[config.mk]
export PLATFORM = sky130hd
export DESIGN_NAME = gcij_top
export DESIGN_NICKNAME = d
export VERILOG_FILES = /design/src/verilog/gcij_slot.v /design/src/verilog/gcij_top.v
export VERILOG_INCLUDE_DIRS = /design/src /design/src/verilog
export SDC_FILE = /design/constraint.sdc
export NUM_CORES = 1
export LEC_CHECK = 0
export CORE_AREA = 2 2 352 354
export DETAILED_ROUTE_END_ITERATION = 16
export DIE_AREA = 0 0 354 356
export DONT_BUFFER_PORTS = 1
export GPL_TIMING_DRIVEN = 0
export SLEW_MARGIN = 40
export SYNTH_ARGS = -nofsm -noshare
export SYNTH_HDL_FRONTEND = slang
export SYNTH_SLANG_ARGS = --single-unit
[constraint.sdc]
create_clock -name clk -period 4.8 [get_ports clk]
set_clock_uncertainty 0.2 [all_clocks]
set_input_delay 0.24 -clock clk [delete_from_list [all_inputs] [get_ports clk]]
set_output_delay 0.24 -clock clk [all_outputs]
set_load 0.005 [all_outputs]
[src/verilog/gcij_regs.vh]
`ifndef GCIJ_REGS_VH
`define GCIJ_REGS_VH
// ----------------------------------------
// Operation codes
// ----------------------------------------
`define GCIJ_OP_GTR_IMM 8'h00
`define GCIJ_OP_GEQ_IMM 8'h01
`define GCIJ_OP_GTR 8'h0f
`define GCIJ_OP_IMM 8'hbf
`define GCIJ_OP_JMP_FALSE 8'hb5
// ----------------------------------------
// Slots and timing
// ----------------------------------------
`define GCIJ_SLOTS 5
`define GCIJ_JMP_SLOT_MIN 3'h2
`define GCIJ_JMP_SLOT_MAX 3'h4
`define GCIJ_JMP_DELAY 3
`define GCIJ_PC_RESET 32'h0000_0000
`endif

[src/verilog/gcij_slot.v]
`timescale 1ns/10ps
// ----------------------------------------
// One issue slot: compare and immediate results
// ----------------------------------------
module gcij_slot (
    // Clock and reset
    input wire clk,
    input wire rst,
    // Issue
    input wire issue,
    input wire [7:0] opcode,
    input wire [6:0] imm7,
    input wire [31:0] imm32,
    input wire guarded,
    input wire guard_lsb,
    input wire [31:0] first_source,
    input wire [31:0] second_source,
    input wire [6:0] dest_in,
    // Write-back
    output reg wr_en,
    output reg [6:0] wr_dest,
    output reg [31:0] wr_data
);
`include "gcij_regs.vh"

    // Signed greater-or-equal / greater, shared by all three compares.
    function cmp_ge;
        input [31:0] a;
        input [31:0] b;
        input strict;
        begin
            if (strict) begin
                cmp_ge = ($signed(a) > $signed(b)); // RULE_04
            end else begin
                cmp_ge = ($signed(a) >= $signed(b)); // RULE_04
            end
        end
    endfunction

    wire [31:0] imm_ext;
    reg next_en;
    reg [31:0] next_data;

    // Immediate is sign extended so -64..63 compares correctly.
    assign imm_ext = {{25{imm7[6]}}, imm7};

    // Decode; a false guard simply suppresses a compare's write; the immediate ignores it.
    always @* begin
        next_en = 1'b0;
        next_data = 32'h0000_0000;
        if (issue) begin
            if (opcode == `GCIJ_OP_GEQ_IMM) begin
                next_en = !guarded || guard_lsb; // RULE_05
                next_data = {31'h0000_0000, cmp_ge(first_source, imm_ext, 1'b0)}; // RULE_01
            end else if (opcode == `GCIJ_OP_GTR) begin
                next_en = !guarded || guard_lsb; // RULE_05
                next_data = {31'h0000_0000, cmp_ge(first_source, second_source, 1'b1)}; // RULE_02
            end else if (opcode == `GCIJ_OP_GTR_IMM) begin
                next_en = !guarded || guard_lsb; // RULE_05
                next_data = {31'h0000_0000, cmp_ge(first_source, imm_ext, 1'b1)}; // RULE_03
            end else if (opcode == `GCIJ_OP_IMM) begin
                next_en = 1'b1; // RULE_07
                next_data = imm32; // RULE_06
            end
        end
    end

    // Result one cycle after issue.
    always @(posedge clk) begin
        if (rst) begin
            wr_en <= 1'b0;
            wr_dest <= 7'h00;
            wr_data <= 32'h0000_0000;
        end else begin
            wr_en <= next_en; // RULE_12
            wr_dest <= dest_in;
            wr_data <= next_data;
        end
    end
endmodule

[src/verilog/gcij_top.v]
`timescale 1ns/10ps
// Contract
// RULE_01: Greater-or-equal immediate writes 1 when source >= signed 7-bit immediate, else 0.
// RULE_02: Register greater-than writes 1 when first source strictly exceeds second.
// RULE_03: Greater-than immediate writes 1 only when source strictly exceeds immediate.
// RULE_04: All compares treat operands as signed 32-bit two's complement.
// RULE_05: A guarded compare writes only when guard bit 0 is 1.
// RULE_06: Signed immediate places its full 32-bit value into destination.
// RULE_07: Signed immediate is never guarded and always writes.
// RULE_08: Jump-on-false is taken only when condition bit 0 is 0.
// RULE_09: Taken with nothing pending loads destination, current and restart counters.
// RULE_10: Taken with pending event loads destination counter only; exception beats interrupt.
// RULE_11: False guard leaves all three counters untouched, condition ignored.
// RULE_12: Results one cycle after issue; jump acts after three delays, slots two to four.
module gcij_top (
    // Clock and reset
    input wire clk,
    input wire rst,
    // Issue, one field per slot packed slot 1 in low bits
    input wire [4:0] issue,
    input wire [39:0] opcode,
    input wire [34:0] imm7,
    input wire [159:0] imm32,
    input wire [4:0] guarded,
    input wire [4:0] guard_lsb,
    input wire [159:0] first_source,
    input wire [159:0] second_source,
    input wire [34:0] dest_in,
    // Pending events from the sequencer
    input wire exception_pending,
    input wire interrupt_pending,
    // Write-back, per slot
    output wire [4:0] wr_en,
    output wire [34:0] wr_dest,
    output wire [159:0] wr_data,
    // Program counter updates
    output reg pc_load,
    output reg [31:0] current_program_counter,
    output reg [31:0] destination_program_counter,
    output reg [31:0] restart_program_counter,
    output reg service_exception,
    output reg service_interrupt
);
`include "gcij_regs.vh"

    // ----------------------------------------
    // Compare and immediate slots
    // ----------------------------------------
    genvar s;
    generate
        for (s = 0; s < `GCIJ_SLOTS; s = s + 1) begin : g_slot
            gcij_slot u_slot (
                .clk(clk),
                .rst(rst),
                .issue(issue[s]),
                .opcode(opcode[8*s+7 -: 8]),
                .imm7(imm7[7*s+6 -: 7]),
                .imm32(imm32[32*s+31 -: 32]),
                .guarded(guarded[s]),
                .guard_lsb(guard_lsb[s]),
                .first_source(first_source[32*s+31 -: 32]),
                .second_source(second_source[32*s+31 -: 32]),
                .dest_in(dest_in[7*s+6 -: 7]),
                .wr_en(wr_en[s]),
                .wr_dest(wr_dest[7*s+6 -: 7]),
                .wr_data(wr_data[32*s+31 -: 32])
            );
        end
    endgenerate

    // ----------------------------------------
    // Branch helper functions
    // ----------------------------------------

    // A guard, when present, lets the operation through only if its bit 0 is set.
    // Every branch slot uses this one function, so the slots cannot drift apart.
    function guard_ok;
        input is_guarded;
        input lsb;
        begin
            guard_ok = !is_guarded || lsb;
        end
    endfunction

    // The jump on false looks at bit 0 of its condition only; the upper bits are
    // ignored on purpose so that any compare result can feed it directly.
    function cond_false;
        input [31:0] cond;
        begin
            cond_false = !cond[0];
        end
    endfunction

    // True when a slot issues the jump-on-false opcode in this cycle.
    // Any other opcode in a branch slot belongs to another unit and is ignored here.
    function is_jump_op;
        input slot_issue;
        input [7:0] op;
        begin
            is_jump_op = slot_issue && (op == `GCIJ_OP_JMP_FALSE);
        end
    endfunction

    // ----------------------------------------
    // Branch slot fields
    // ----------------------------------------

    // Only slots two to four own a branch unit; slots one and five are never looked at
    // here, so a jump opcode placed there simply does nothing.
    wire issue_slot2;
    wire issue_slot3;
    wire issue_slot4;
    wire [7:0] op_slot2;
    wire [7:0] op_slot3;
    wire [7:0] op_slot4;
    wire guarded_slot2;
    wire guarded_slot3;
    wire guarded_slot4;
    wire guard_lsb_slot2;
    wire guard_lsb_slot3;
    wire guard_lsb_slot4;
    wire [31:0] cond_slot2;
    wire [31:0] cond_slot3;
    wire [31:0] cond_slot4;
    wire [31:0] target_slot2;
    wire [31:0] target_slot3;
    wire [31:0] target_slot4;

    // Slot two uses field index one.
    assign issue_slot2 = issue[1];
    assign op_slot2 = opcode[15:8];
    assign guarded_slot2 = guarded[1];
    assign guard_lsb_slot2 = guard_lsb[1];
    assign cond_slot2 = first_source[63:32];
    assign target_slot2 = second_source[63:32];

    // Slot three uses field index two.
    assign issue_slot3 = issue[2];
    assign op_slot3 = opcode[23:16];
    assign guarded_slot3 = guarded[2];
    assign guard_lsb_slot3 = guard_lsb[2];
    assign cond_slot3 = first_source[95:64];
    assign target_slot3 = second_source[95:64];

    // Slot four uses field index three.
    assign issue_slot4 = issue[3];
    assign op_slot4 = opcode[31:24];
    assign guarded_slot4 = guarded[3];
    assign guard_lsb_slot4 = guard_lsb[3];
    assign cond_slot4 = first_source[127:96];
    assign target_slot4 = second_source[127:96];

    // ----------------------------------------
    // Take decision per slot
    // ----------------------------------------

    // A slot takes its jump when it issues the opcode, its guard allows it and bit 0
    // of the condition source is clear. A false guard wins over any condition value.
    wire take_slot2;
    wire take_slot3;
    wire take_slot4;

    assign take_slot2 = is_jump_op(issue_slot2, op_slot2) // RULE_12
        && guard_ok(guarded_slot2, guard_lsb_slot2) // RULE_11
        && cond_false(cond_slot2); // RULE_08

    assign take_slot3 = is_jump_op(issue_slot3, op_slot3) // RULE_12
        && guard_ok(guarded_slot3, guard_lsb_slot3) // RULE_11
        && cond_false(cond_slot3); // RULE_08

    assign take_slot4 = is_jump_op(issue_slot4, op_slot4) // RULE_12
        && guard_ok(guarded_slot4, guard_lsb_slot4) // RULE_11
        && cond_false(cond_slot4); // RULE_08

    // ----------------------------------------
    // Slot priority
    // ----------------------------------------

    // The scheduler never puts two branches in one bundle. Should malformed code do
    // so anyway, the lowest slot wins and the others are dropped.
    reg jmp_take;
    reg [31:0] jmp_target;

    always @* begin
        jmp_take = 1'b0;
        jmp_target = 32'h0000_0000;
        if (take_slot2) begin
            jmp_take = 1'b1;
            jmp_target = target_slot2;
        end else if (take_slot3) begin
            jmp_take = 1'b1;
            jmp_target = target_slot3;
        end else if (take_slot4) begin
            jmp_take = 1'b1;
            jmp_target = target_slot4;
        end
    end

    // ----------------------------------------
    // Branch delay line
    // ----------------------------------------

    // One stage per delay instruction. The target travels with its valid bit so that
    // back-to-back jumps each land with their own target, in issue order.
    reg stage1_valid;
    reg stage2_valid;
    reg stage3_valid;
    reg [31:0] stage1_target;
    reg [31:0] stage2_target;
    reg [31:0] stage3_target;

    // Valid bits are cleared by reset so that no phantom redirect follows it.
    always @(posedge clk) begin
        if (rst) begin
            stage1_valid <= 1'b0;
            stage2_valid <= 1'b0;
            stage3_valid <= 1'b0;
        end else begin
            stage1_valid <= jmp_take; // RULE_12
            stage2_valid <= stage1_valid;
            stage3_valid <= stage2_valid;
        end
    end

    // Targets are only used together with their valid bit; they are zeroed anyway
    // to keep the counters free of unknown values after reset.
    always @(posedge clk) begin
        if (rst) begin
            stage1_target <= 32'h0000_0000;
            stage2_target <= 32'h0000_0000;
            stage3_target <= 32'h0000_0000;
        end else begin
            stage1_target <= jmp_target;
            stage2_target <= stage1_target;
            stage3_target <= stage2_target;
        end
    end

    // ----------------------------------------
    // Redirect and service request
    // ----------------------------------------

    // Next values for the counters and the single-cycle strobes.
    wire land;
    reg next_pc_load;
    reg next_service_exception;
    reg next_service_interrupt;
    reg [31:0] next_current_program_counter;
    reg [31:0] next_destination_program_counter;
    reg [31:0] next_restart_program_counter;

    // The redirect lands after the third delay instruction.
    assign land = stage3_valid;

    // Pending events are sampled when the redirect lands, not at issue, so an event
    // that arrives during the delay slots is still serviced on this jump.
    always @* begin
        next_pc_load = 1'b0;
        next_service_exception = 1'b0;
        next_service_interrupt = 1'b0;
        next_current_program_counter = current_program_counter;
        next_destination_program_counter = destination_program_counter;
        next_restart_program_counter = restart_program_counter;
        if (land) begin
            next_destination_program_counter = stage3_target; // RULE_10
            if (exception_pending) begin
                next_service_exception = 1'b1; // RULE_10
            end else if (interrupt_pending) begin
                next_service_interrupt = 1'b1; // RULE_10
            end else begin
                next_pc_load = 1'b1;
                next_current_program_counter = stage3_target; // RULE_09
                next_restart_program_counter = stage3_target; // RULE_09
            end
        end
    end

    // ----------------------------------------
    // Program counters and strobes
    // ----------------------------------------

    // The counters hold their value until the next jump lands.
    always @(posedge clk) begin
        if (rst) begin
            current_program_counter <= `GCIJ_PC_RESET;
            destination_program_counter <= `GCIJ_PC_RESET;
            restart_program_counter <= `GCIJ_PC_RESET;
        end else begin
            current_program_counter <= next_current_program_counter;
            destination_program_counter <= next_destination_program_counter;
            restart_program_counter <= next_restart_program_counter;
        end
    end

    // The load and service strobes are single-cycle pulses for the sequencer.
    always @(posedge clk) begin
        if (rst) begin
            pc_load <= 1'b0;
            service_exception <= 1'b0;
            service_interrupt <= 1'b0;
        end else begin
            pc_load <= next_pc_load; // RULE_09
            service_exception <= next_service_exception; // RULE_10
            service_interrupt <= next_service_interrupt; // RULE_10
        end
    end
endmodule
==> impl_metrics.toml <==
[synthesis]
synthFlopType = "dfxtp_1"
async_reset_ff_share_pct = 0
synth_top_cell_area_share_pct = 38.8
yosys_warnings = 0
synth_edf_count = 0
syn-num-nets = 2984
synth.avg_cell_area_sq_um = 9.19
yosysUniqueCellTypes = 55
ys_seq_area_share_pct = 38.8
synth_top_area_cell = "dfxtp_1"
ys_seq_elements = 366
yosys-top-cells-area = "dfxtp_1 (39%), ha_1 (21%), and2_1 (5.2%)"
netlist_instances = 2055
netlist_area_sq_mm = 0.0189

[final_layout]
multiInputGateArea_sq_mm = 0.0103
drive_above_1_share_pct = 6.56
final_cell_mix = "dfxtp_1 (366), ha_1 (320), dlygate4sd3_1 (295)"
num-nets-final = 3351
layout_commonest_cell = "dfxtp_1"
fillCellCount = 13518
final_cells = 4117
seq_area_sq_mm = 0.00733
utilization_pct = 20.9
final_area_sq_mm = 0.0257
syn_to_final_growth_pct = 35.8

[detailed_routing]
final_antenna_net_count = 0
drt_iter0_drc = 1098
wl_per_cell_um = 25.9
routed_via_density = 4.09
drc = 0
vias = 16859
drt-pass1-iter-count = 5
wirelength_um = 107000

[outcome]
outcome = "finished clean"

[critical_path]
cp.arrival_ns = 4.03
critPathMaxStageDelay_ns = 0.69
endpoint = "stage1_target[14]"
cp_num_buf_inv = 4
crit_fanout = 10
r2r_start = "land"
cp-startpoint = "opcode[30]"
startpoint_type = "input port"
r2r-end = "restart_program_counter[12]"
crit_chain = "dlygate4sd3_1 > nand4b_1 > nor4_1 > nand4_1 > nor3b_1 > clkbuf_1 > a222oi_1 > dlygate4sd3_1 > buf_2 > nor2_1"
crit_family = "buffers and inverters"
r2r_slack_ns = 2.49
slowest_stage = "nor3b_1"
cp.required_ns = 5.13
reg2reg_depth = 6
critPathCaptureType = "register"
path_common_cell = "dlygate4sd3_1"
critPathKind = "in -> reg"
cp.depth = 10

[grt]
grt_overflow = 0
grt_pass1_vias = 16955
grt_use_total_pct = 16.1
grt_pass1_wl_um = 140000
grt_start_max_net_pins = 27
antenna_found_initial = 38

[placement]
globalplace.congestion = 1.01
place_ws_ns = 1.26
io_buffers = 0
place_hpwl_um = 91500
place_inst = 3716
post_dp_cell_area_sq_mm = 0.0211

[sta]
worst_slack_ns = 1.10
max_freq_mhz = 270
worstMarginPinSlew_ns = 0.895
hold_viol_final = 0
period_needed_ns = 3.70
maxSlewViolCount = 0
rsz0062_at_grt = "false"
finalSetupViolCount = 0
min_period_over_period_pct = 77.1
setup-tns-final_ns = 0
relSlewSlack_pct = 39.8

[floorplan]
dieArea_sq_mm = 0.126
rows = 129
ioPinCount = 908
die_h_um = 356
start_util_pct = 15.4
coreArea_sq_mm = 0.123
die_x_um = 354

[hold_path]
hp-class = "in -> reg"

[clocking]
cts.repair.resized = 0
cts_buffers = 46
clkTransAtPathRegs_ns = 0.06
cts_tree = "yes"
clkLatencyLatePin_ns = 0.61
htree_levels = 2
cts_root_buf = "clkbuf_16"
clockBufferDepth = 3
clkSinkCount = 366

[power_and_ir_drop]
vdd_ir_drop_max_mv = 0.245
p_leak_nw = 10.9
pwr_density_cell_mw_per_mm2 = 292

[flow_run]
max_cap_violations = 0
-- cells by family after synthesis --
| logic type | after synthesis | synth area share [%] |
|---|---|---|
| DFF | 366 | 38.8 |
| muxes | 33 | 1.75 |
| buffers and inverters | 302 | 6.74 |
| xor gates and xnor gates | 4 | 0.185 |
| and+or+nand+nor | 680 | 19.4 |
| AOI/OAI and AO/OA | 350 | 12.0 |
| adders and majority gates | 320 | 21.2 |
-- what timing repair did --
item | in CTS | in global routing
hold endpoints to repair | 235 | 0
hold buffers | 295 | 0
buffers inserted | 0 | 0
-- synthesized netlist by cell type, drive strengths merged (5+ instances only) --
cell type  count
dfxtp        366
ha           320
inv          207
and2         158
a21oi        156
nand2        140
nor2b        115
nor2         102
nand4         68
clkbuf        54
buf           41
o21ai         41
a21o          35
mux2i         33
a222oi        32
nand3         23
nor4          19
o211ai        17
nor3          13
nand2b        11
and4          10
a211oi         9
a221oi         9
a211o          5
a31oi          5
o31ai          5
-- stage by stage --
stage                     hold slack [ns]  total power, mW
final                              0.0674             7.50
after CTS                          0.0114             7.63
after detailed placement            0.129             3.84
after global routing               0.0309             7.87
after floorplan                     0.118             3.63
after global placement              0.132             3.82
-- metal layers --
layer | GRT usage (%) | vias to the layer above | part of all wire [%]
li1 | - | 7900 | -
met1 | 18.8 | 7908 | 40
met2 | 26.2 | 856 | 46
met3 | 6.21 | 181 | 9.5
met4 | 7.15 | 14 | 4.6
met5 | 0 | - | 0.086
-- final cells by class --
type | count | area share (%)
Antenna cell | 24 | 0.234
Clock buffer | 57 | 4.92
Tap cell | 1637 | 7.98
Buffer | 95 | 1.97
Clock inverter | 25 | 1.10
Sequential cell | 366 | 28.6
Multi-Input combinational cell | 1387 | 40.2
Inverter | 207 | 3.03
Timing Repair Buffer | 319 | 12.0
-- how the worst min path moves through the flow --
stage                                  from                           end  slack, ns  cells past startpoint
final                     exception_pending    restart_program_counter[0]       0.07                      4
after global routing             imm32[101]   g_slot[3].u_slot.wr_data[5]       0.03                      2
after CTS                        imm32[115]  g_slot[3].u_slot.wr_data[19]       0.01                      2
after detailed placement  exception_pending             service_interrupt       0.13                      1
after global placement    exception_pending             service_interrupt       0.13                      1
after floorplan           exception_pending             service_interrupt       0.12                      1
-- power by group --
group          total (mW)  internal (mW)  switching, mW
clock                3.55           2.05           1.50
combinational       0.885          0.417          0.468
sequential           3.07           3.06         0.0128
-- worst reg2reg max path, stage by stage (launching register included) --
cell and delay (ns):
dfxtp_1 0.30, clkbuf_2 0.36, and2_1 0.19, clkbuf_1 0.34, clkbuf_1 0.57, nand2_1 0.15, a21oi_1 0.14
-- state kept, by name, indices dropped and copies added, names as in the netlist --
name,count
destination_program_counter,32
g_slot.u_slot.wr_data,160
g_slot.u_slot.wr_dest,35
g_slot.u_slot.wr_en,5
land,1
pc_load,1
restart_program_counter,32
service_exception,1
service_interrupt,1
stage1_target,32
stage1_valid,1
stage2_target,32
stage2_valid,1
stage3_target,32
(Power assumes the default switching activity.)
